File: src/include/cma_csr_cfg.svh
`ifndef CMA_CSR_CFG_SVH
`define CMA_CSR_CFG_SVH
`define CMA_PRIV_M         2'h3
`define CMA_RST_VAL        32'h0000_0000
`define CMA_INH_CYCLE      0
`define CMA_INH_RETIRE     2
`define CMA_A_STATUS       12'h300
`define CMA_A_ISA          12'h301
`define CMA_A_IE           12'h304
`define CMA_A_TVEC         12'h305
`define CMA_A_TVT          12'h307
`define CMA_A_STATUSH      12'h310
`define CMA_A_CNTINH       12'h320
`define CMA_A_HPMEV3       12'h323
`define CMA_A_HPMEV31      12'h33F
`define CMA_A_MSCRATCH     12'h340
`define CMA_A_TRAP_PC      12'h341
`define CMA_A_CAUSE        12'h342
`define CMA_A_TVAL         12'h343
`define CMA_A_IRQ_PEND     12'h344
`define CMA_A_NXT_IRQ      12'h345
`define CMA_A_THRESH       12'h347
`define CMA_A_SWAP_PRIV    12'h348
`define CMA_A_SWAP_LVL     12'h349
`define CMA_A_TSEL         12'h7A0
`define CMA_A_TRIGGER_DATA_1       12'h7A1
`define CMA_A_TRIGGER_DATA_2       12'h7A2
`define CMA_A_TRIGGER_DATA_3       12'h7A3
`define CMA_A_TINFO        12'h7A4
`define CMA_A_TCTRL        12'h7A5
`define CMA_A_DBG_CS       12'h7B0
`define CMA_A_DBG_PC       12'h7B0
`define CMA_A_DSCR0        12'h7B1
`define CMA_A_DSCR1        12'h7B2
`define CMA_A_CYC_LO       12'hB00
`define CMA_A_RET_LO       12'hB02
`define CMA_A_HPMC3        12'hB03
`define CMA_A_HPMC31       12'hB1F
`define CMA_A_CYC_HI       12'hB80
`define CMA_A_RET_HI       12'hB82
`define CMA_A_HPMCH3       12'hB83
`define CMA_A_HPMCH31      12'hB9F
`define CMA_A_VENDOR       12'hF11
`define CMA_A_ARCH         12'hF12
`define CMA_A_IMPL         12'hF13
`define CMA_A_HART         12'hF14
`define CMA_A_CFGPTR       12'hF15
`define CMA_A_LVL_STAT     12'hF46
`define CMA_NREG           33
`endif

File: src/include/cma_pkg.sv
package cma_pkg;
  typedef enum logic [2:0] {
    CMA_ACC_NONE = 3'h0,
    CMA_ACC_MRW  = 3'h1,
    CMA_ACC_MRO  = 3'h2,
    CMA_ACC_DRW  = 3'h3
  } cma_acc_t;
  typedef enum logic [1:0] {
    CMA_SRC_REG  = 2'h0,
    CMA_SRC_CYC  = 2'h1,
    CMA_SRC_RET  = 2'h2,
    CMA_SRC_CONST = 2'h3
  } cma_src_t;
endpackage

File: src/cma_csr_bank.sv
`timescale 1ns/1ps
`default_nettype none
`include "cma_csr_cfg.svh"
module cma_csr_bank #(
  parameter int          clic_mode_param     = 0,
  parameter int          trigger_count_param = 1,
  // Identity values are arbitrary.
  parameter logic [31:0] vendor_id           = 32'h0000_0000,
  parameter logic [31:0] arch_id             = 32'h0000_0000,
  parameter logic [31:0] impl_id             = 32'h0000_0000,
  parameter logic [31:0] hart_id             = 32'h0000_0000,
  parameter logic [31:0] cfg_ptr             = 32'h0000_0000
) (
  // Clock and reset.
  input  wire logic        clk_sys,
  input  wire logic        rst,
  // Instruction request.
  input  wire logic        csr_req,
  input  wire logic [11:0] csr_addr,
  input  wire logic        csr_wr,
  input  wire logic [31:0] csr_wdata,
  // Current hart state.
  input  wire logic [1:0]  priv_lvl,
  input  wire logic        debug_mode,
  input  wire logic        instr_retire,
  // Answer.
  output logic             csr_done_q,
  output logic             csr_illegal_q,
  output logic [31:0]      csr_rdata_q
);

  localparam int NR = `CMA_NREG;

  if (clic_mode_param < 0 || clic_mode_param > 1 || trigger_count_param < 0) begin : g_chk
    $error("cma_csr_bank: unsupported parameter value");
  end

  localparam logic clic_on = (clic_mode_param == 1);
  localparam logic trig_on = (trigger_count_param > 0);

  logic [31:0] regs_q [NR];
  logic [63:0] cyc_q;
  logic [63:0] ret_q;

  // Address decode: access class, storage index and read source.
  logic             dec_hit;
  cma_pkg::cma_acc_t dec_acc;
  logic [5:0]       dec_idx;
  cma_pkg::cma_src_t dec_src;
  logic [31:0]      dec_const;

  always_comb begin
    dec_hit   = 1'b1;
    dec_acc   = cma_pkg::CMA_ACC_MRW;
    dec_idx   = 6'h00;
    dec_src   = cma_pkg::CMA_SRC_REG;
    dec_const = `CMA_RST_VAL;
    case (csr_addr)
      `CMA_A_STATUS:    dec_idx = 6'h00;
      `CMA_A_ISA:       dec_idx = 6'h01;
      `CMA_A_IE:        dec_idx = 6'h02;
      `CMA_A_TVEC:      dec_idx = 6'h03;
      `CMA_A_TVT: begin
        dec_idx = 6'h04;
        dec_hit = clic_on;
      end
      `CMA_A_STATUSH:   dec_idx = 6'h05;
      `CMA_A_CNTINH:    dec_idx = 6'h06;
      `CMA_A_HPMEV3:    dec_idx = 6'h07;
      `CMA_A_HPMEV31:   dec_idx = 6'h08;
      `CMA_A_MSCRATCH:  dec_idx = 6'h09;
      `CMA_A_TRAP_PC:   dec_idx = 6'h0A;
      `CMA_A_CAUSE:     dec_idx = 6'h0B;
      `CMA_A_TVAL:      dec_idx = 6'h0C;
      `CMA_A_IRQ_PEND:  dec_idx = 6'h0D;
      `CMA_A_NXT_IRQ: begin
        dec_idx = 6'h0E;
        dec_hit = clic_on;
      end
      `CMA_A_THRESH: begin
        dec_idx = 6'h0F;
        dec_hit = clic_on;
      end
      `CMA_A_SWAP_PRIV: begin
        dec_idx = 6'h10;
        dec_hit = clic_on;
      end
      `CMA_A_SWAP_LVL: begin
        dec_idx = 6'h11;
        dec_hit = clic_on;
      end
      `CMA_A_TSEL, `CMA_A_TRIGGER_DATA_1, `CMA_A_TRIGGER_DATA_2,
      `CMA_A_TRIGGER_DATA_3, `CMA_A_TINFO, `CMA_A_TCTRL: begin
        dec_idx = 6'h12 + {3'h0, csr_addr[2:0]};
        dec_hit = trig_on;
      end
      `CMA_A_DBG_CS: begin
        dec_idx = 6'h18;
        dec_acc = cma_pkg::CMA_ACC_DRW;
      end
      `CMA_A_DSCR0: begin
        dec_idx = 6'h19;
        dec_acc = cma_pkg::CMA_ACC_DRW;
      end
      `CMA_A_DSCR1: begin
        dec_idx = 6'h1A;
        dec_acc = cma_pkg::CMA_ACC_DRW;
      end
      `CMA_A_CYC_LO, `CMA_A_CYC_HI: dec_src = cma_pkg::CMA_SRC_CYC;
      `CMA_A_RET_LO, `CMA_A_RET_HI: dec_src = cma_pkg::CMA_SRC_RET;
      `CMA_A_HPMC3:     dec_idx = 6'h1B;
      `CMA_A_HPMC31:    dec_idx = 6'h1C;
      `CMA_A_HPMCH3:    dec_idx = 6'h1D;
      `CMA_A_HPMCH31:   dec_idx = 6'h1E;
      `CMA_A_VENDOR, `CMA_A_ARCH, `CMA_A_IMPL,
      `CMA_A_HART, `CMA_A_CFGPTR: begin
        dec_acc = cma_pkg::CMA_ACC_MRO;
        dec_src = cma_pkg::CMA_SRC_CONST;
        case (csr_addr[2:0])
          3'h1:    dec_const = vendor_id;
          3'h2:    dec_const = arch_id;
          3'h3:    dec_const = impl_id;
          3'h4:    dec_const = hart_id;
          default: dec_const = cfg_ptr;
        endcase
      end
      `CMA_A_LVL_STAT: begin
        dec_acc = cma_pkg::CMA_ACC_MRO;
        dec_src = cma_pkg::CMA_SRC_CONST;
        dec_hit = clic_on;
      end
      default: dec_hit = 1'b0;
    endcase
  end

  // Access checks.
  wire is_m    = (priv_lvl == `CMA_PRIV_M);
  wire priv_ok = (dec_acc == cma_pkg::CMA_ACC_DRW) ? debug_mode
                                                  : (is_m | debug_mode);
  wire ro_hit  = (dec_acc == cma_pkg::CMA_ACC_MRO) & csr_wr;
  // Field legality is never checked, so WLRL writes pass.
  wire legal   = dec_hit & priv_ok & ~ro_hit;
  wire do_wr   = csr_req & csr_wr & legal;
  wire hi_half = csr_addr[7];

  wire wr_reg  = do_wr & (dec_src == cma_pkg::CMA_SRC_REG);
  wire wr_cyc  = do_wr & (dec_src == cma_pkg::CMA_SRC_CYC);
  wire wr_ret  = do_wr & (dec_src == cma_pkg::CMA_SRC_RET);

  wire [31:0] inhibit = regs_q[6];
  wire [31:0] rd_reg  = regs_q[dec_idx];
  wire [31:0] rd_cyc  = hi_half ? cyc_q[63:32] : cyc_q[31:0];
  wire [31:0] rd_ret  = hi_half ? ret_q[63:32] : ret_q[31:0];
  wire [31:0] rd_val  = (dec_src == cma_pkg::CMA_SRC_CYC) ? rd_cyc :
                        (dec_src == cma_pkg::CMA_SRC_RET) ? rd_ret :
                        (dec_src == cma_pkg::CMA_SRC_CONST) ? dec_const : rd_reg;

  // A software write to a counter half wins over the count in that cycle.
  wire [63:0] cyc_inc = cyc_q + {63'h0, ~inhibit[`CMA_INH_CYCLE]};
  wire [63:0] ret_inc = ret_q + {63'h0, instr_retire & ~inhibit[`CMA_INH_RETIRE]};
  wire [63:0] cyc_d   = ~wr_cyc ? cyc_inc :
                        hi_half ? {csr_wdata, cyc_inc[31:0]} : {cyc_inc[63:32], csr_wdata};
  wire [63:0] ret_d   = ~wr_ret ? ret_inc :
                        hi_half ? {csr_wdata, ret_inc[31:0]} : {ret_inc[63:32], csr_wdata};

  always_ff @(posedge clk_sys or posedge rst) begin
    if (rst) begin
      cyc_q <= 64'h0000_0000_0000_0000;
      ret_q <= 64'h0000_0000_0000_0000;
    end else begin
      cyc_q <= cyc_d;
      ret_q <= ret_d;
    end
  end

  always_ff @(posedge clk_sys or posedge rst) begin
    if (rst) begin
      for (int i = 0; i < NR; i++) begin
        regs_q[i] <= `CMA_RST_VAL;
      end
    end else if (wr_reg) begin
      regs_q[dec_idx] <= csr_wdata;
    end
  end

  // Read data shows the value before the write of the same instruction.
  always_ff @(posedge clk_sys or posedge rst) begin
    if (rst) begin
      csr_done_q    <= 1'b0;
      csr_illegal_q <= 1'b0;
      csr_rdata_q   <= `CMA_RST_VAL;
    end else begin
      csr_done_q    <= csr_req;
      csr_illegal_q <= csr_req & ~legal;
      csr_rdata_q   <= (csr_req & legal) ? rd_val : `CMA_RST_VAL;
    end
  end
endmodule
`default_nettype wire

File: config.mk
export PLATFORM = sky130hd
export DESIGN_NAME = cma_csr_bank
export DESIGN_NICKNAME = d
export VERILOG_FILES = /design/src/include/cma_pkg.sv /design/src/cma_csr_bank.sv
export VERILOG_INCLUDE_DIRS = /design/src /design/src/include
export SDC_FILE = /design/constraint.sdc
export NUM_CORES = 2
export LEC_CHECK = 0
export ABC_AREA = 0
export BUFFER_PORTS_ARGS = -buffer_cell sky130_fd_sc_hd__buf_2
export CORE_MARGIN = 1
export CORE_UTILIZATION = 40
export DETAILED_ROUTE_END_ITERATION = 7
export PLACE_DENSITY_LB_ADDON = 0.2
export SLEW_MARGIN = 25
export SYNTH_ARGS = -nofsm -noshare
export SYNTH_HDL_FRONTEND = slang
export SYNTH_SLANG_ARGS = --single-unit
export TNS_END_PERCENT = 20
File: constraint.sdc
create_clock -name clk_sys -period 34.1 [get_ports clk_sys]
set_input_delay 3.41 -clock clk_sys [delete_from_list [all_inputs] [get_ports clk_sys]]
set_output_delay 3.41 -clock clk_sys [all_outputs]
set_load 0.005 [all_outputs]
==> flow_summary.ini <==
[power_and_ir_drop]
ir_drop_v = 0.0000524
power_frac_seq = 0.473
power_frac_comb = 0.036
p_int_uw = 2300
power.density_nw_per_um2 = 47.9
swShare = 0.235
p_clk_frac = 0.492
power.total_uw = 3000
power_switching_uw = 705
p_leak_uw = 0.0294

[die]
rows = 137
die_x_um = 378
ios = 86
floorplan.die_area_um2 = 143000
core_area_um2 = 140000
die_h_um = 378
initial_core_util = 0.404

[drt]
wirelength_mm = 194
drtPass1Iterations = 6
via_count = 40500
drtIter0Drc = 3887
viasPerCell = 5.86
routedWlPerCell_um = 28.0
postRouteAntennaNets = 0
drcViolationCount = 0

[critical_path]
slowest_delay_ps = 1030
r2r-end = cyc_q[60]
cp.arrival_ps = 9280
cp_slowest_cell = nor4_1
reg2reg_slack_ps = 30400
r2r_cells = 13
crit_required_ps = 34820
end_kind = flip-flop
cp-start-kind = primary input
r2r-start = inhibit[0]
cp_max_fo = 58
crit_path_frequent_cell = buf_4
path_class = in -> reg
crit_path_cell_trace = buf_2 > nor4bb_1 > nand2_1 > a21oi_1 > a211o_4 > buf_4 > buf_4 > nor2_2 > buf_4 > a31oi_1 > nand4_1 > nor4_1 > o221a_2

[synth]
ys_ff_latch = 1186
syn-num-nets = 5178
synth_top_area_share = 0.525
synth.most_common_cell = dfrtp_1
synth_async_sr_flop_share = 1.00
netlist_area_um2 = 56600
synth.area.top_cells = dfrtp_1 52%, mux2_2 19%, nand2_1 5.6%
synth.yosys.seq_area_share = 0.525
synth_top_area_cell = dfrtp_1
avgSynthCellArea_um2 = 11.0
ys_top_cells_by_count = 1186 x dfrtp_1, 966 x mux2_2, 848 x nand2_1
synth-main-ff-cell = dfrtp_1
synth_edf_count = 0
synthCells = 5121
synth_warnings = 0
ys_types = 83

[layout]
syn_to_final_growth_pct = 11.0
nNetsFinal = 4993
finalNonFillerCells = 6917
utilization = 0.449
nFillCells = 13200
drive_gt1_frac = 0.291

[min_path]
hold_end = regs_q[587]
hold_depth = 0
hold_class = reg -> reg
hold_path.startpoint = regs_q[587]

[cts]
tritoncts = done
cts_setup_buffers = 0
cts_htree_levels = 4
cts_root_buffer = clkbuf_16
cts_hold_buf = 0
cts_resized = 0
cts_buffer_depth = 3
clk_latency_ps = 780
clkTransAtPathRegs_ps = 60
cts_made_buffers = 134
clock-sinks = 1186

[sta]
tightest_slew_ps = 1210
hold_ws_ps = 373
slew_violations = 0
hold_viol = 0
finClkSkew_ps = 22.4
fin_tns_setup_ps = 0
period_needed_ps = 8560
maxSlewHeadroom = 0.185
setup_viol = 0
min_period_over_period = 0.251
rsz0062_at_grt = no
max_freq_ghz = 0.117

[grt]
grtUsageTotal = 0.272
grt_max_degree = 187
grt_pass1_wl_mm = 283
grt_pass1_vias = 39600
antenna_found_initial = 10
gr-total-overflow = 0

[job]
drv_cap = 0

[placement]
place_inst = 6675
io_buffers = 85
gp_congestion = 0.874
hpwl_mm = 116

[outcome]
status = finished clean
critical path, delay by kind of cell:
kind | cells | cell delay [ps]
simple gates | 5 | 2430
compound gates | 4 | 1470
buf+inv | 4 | 1820
logic make-up after synthesis:
group | share of synthesized area
and+or+nand+nor | 0.127
DFF | 0.525
AOI/OAI and AO/OA | 0.0574
buffers and inverters | 0.0411
adders and majority gates | 0.00111
xor gates and xnor gates | 0.0195
muxes | 0.230
sequential cells by signal, indices dropped and copies added, names as in the netlist:
| register | count |
|---|---|
| regs_q | 992 |
| cyc_q | 64 |
| ret_q | 64 |
| csr_rdata_q | 32 |
| csr_done_q | 1 |
| csr_illegal_q | 1 |
| inhibit | 32 |
metal layers:
metal	vias to the layer above	GRT usage	part of all wire	routed length, um
met1	21300	0.387	0.45	86300
met3	319	0.0505	0.071	13800
met5	-	0	0.00019	36
met2	1411	0.417	0.45	87900
met4	6	0.0878	0.030	5770
li1	17500	-	-	-
worst max-delay path by stage:
stage / slack [ps] / end / startpoint
after CTS: 25660 / csr_rdata_q[21] / csr_addr[1]
after floorplan: 14310 / csr_done_q / rst
after global routing: 25380 / csr_rdata_q[11] / csr_addr[1]
after detailed placement: 24830 / csr_rdata_q[21] / csr_addr[1]
final: 25540 / csr_rdata_q[16] / csr_addr[4]
after global placement: 24620 / csr_rdata_q[19] / csr_addr[1]
through the flow:
step	instance area (um2)	setup slack (ps)
floorplan	56600	14310
global placement	58200	24620
detailed placement	58200	24830
CTS	62700	25660
global route	62800	25380
finish	62800	25540
layout make-up:
class | count | area, um2 | share of cell area
repair buffers | 188 | 1270 | 0.0203
inverters | 31 | 120 | 0.00191
clock buffers | 197 | 3910 | 0.0623
well taps | 1876 | 2350 | 0.0374
diodes | 4 | 10.0 | 0.000159
clock inverters | 40 | 553 | 0.00881
flip-flops and latches | 1186 | 29700 | 0.473
multi-input cells | 3395 | 24900 | 0.396
cell usage in the layout (no fill, tap or decap), types with 11 or more instances in the layout:
cell       count
a2111oi_0     13
a211oi_1      16
a21oi_1      153
a31oi_1       36
a32o_1        12
a32oi_1       40
and2_1        11
and3_1        28
buf_2         84
buf_4         94
clkbuf_1      32
clkbuf_16    135
clkbuf_8      30
clkinv_2      14
dfrtp_1     1186
inv_1         29
mux2_2       966
mux2i_1      196
nand2_1      826
nand2_2       15
nand2b_1      15
nand3_1      329
nand4_1       49
nor2_1       145
nor3_1        49
nor4_1        18
o211ai_1      14
o21ai_0       89
o22ai_1       27
or2_2         13
xnor2_1       60
xor2_1        66
power groups by stage:
stage                     Combinational (uW)  Clock (uW)  Sequential [uW]
after floorplan                         64.2           0             1450
after global placement                   106           0             1440
after detailed placement                 106           0             1440
after CTS                                107        1500             1420
after global routing                     117        1550             1420
final                                    107        1480             1420
No activity file was read; power rests on OpenSTA's default activity.
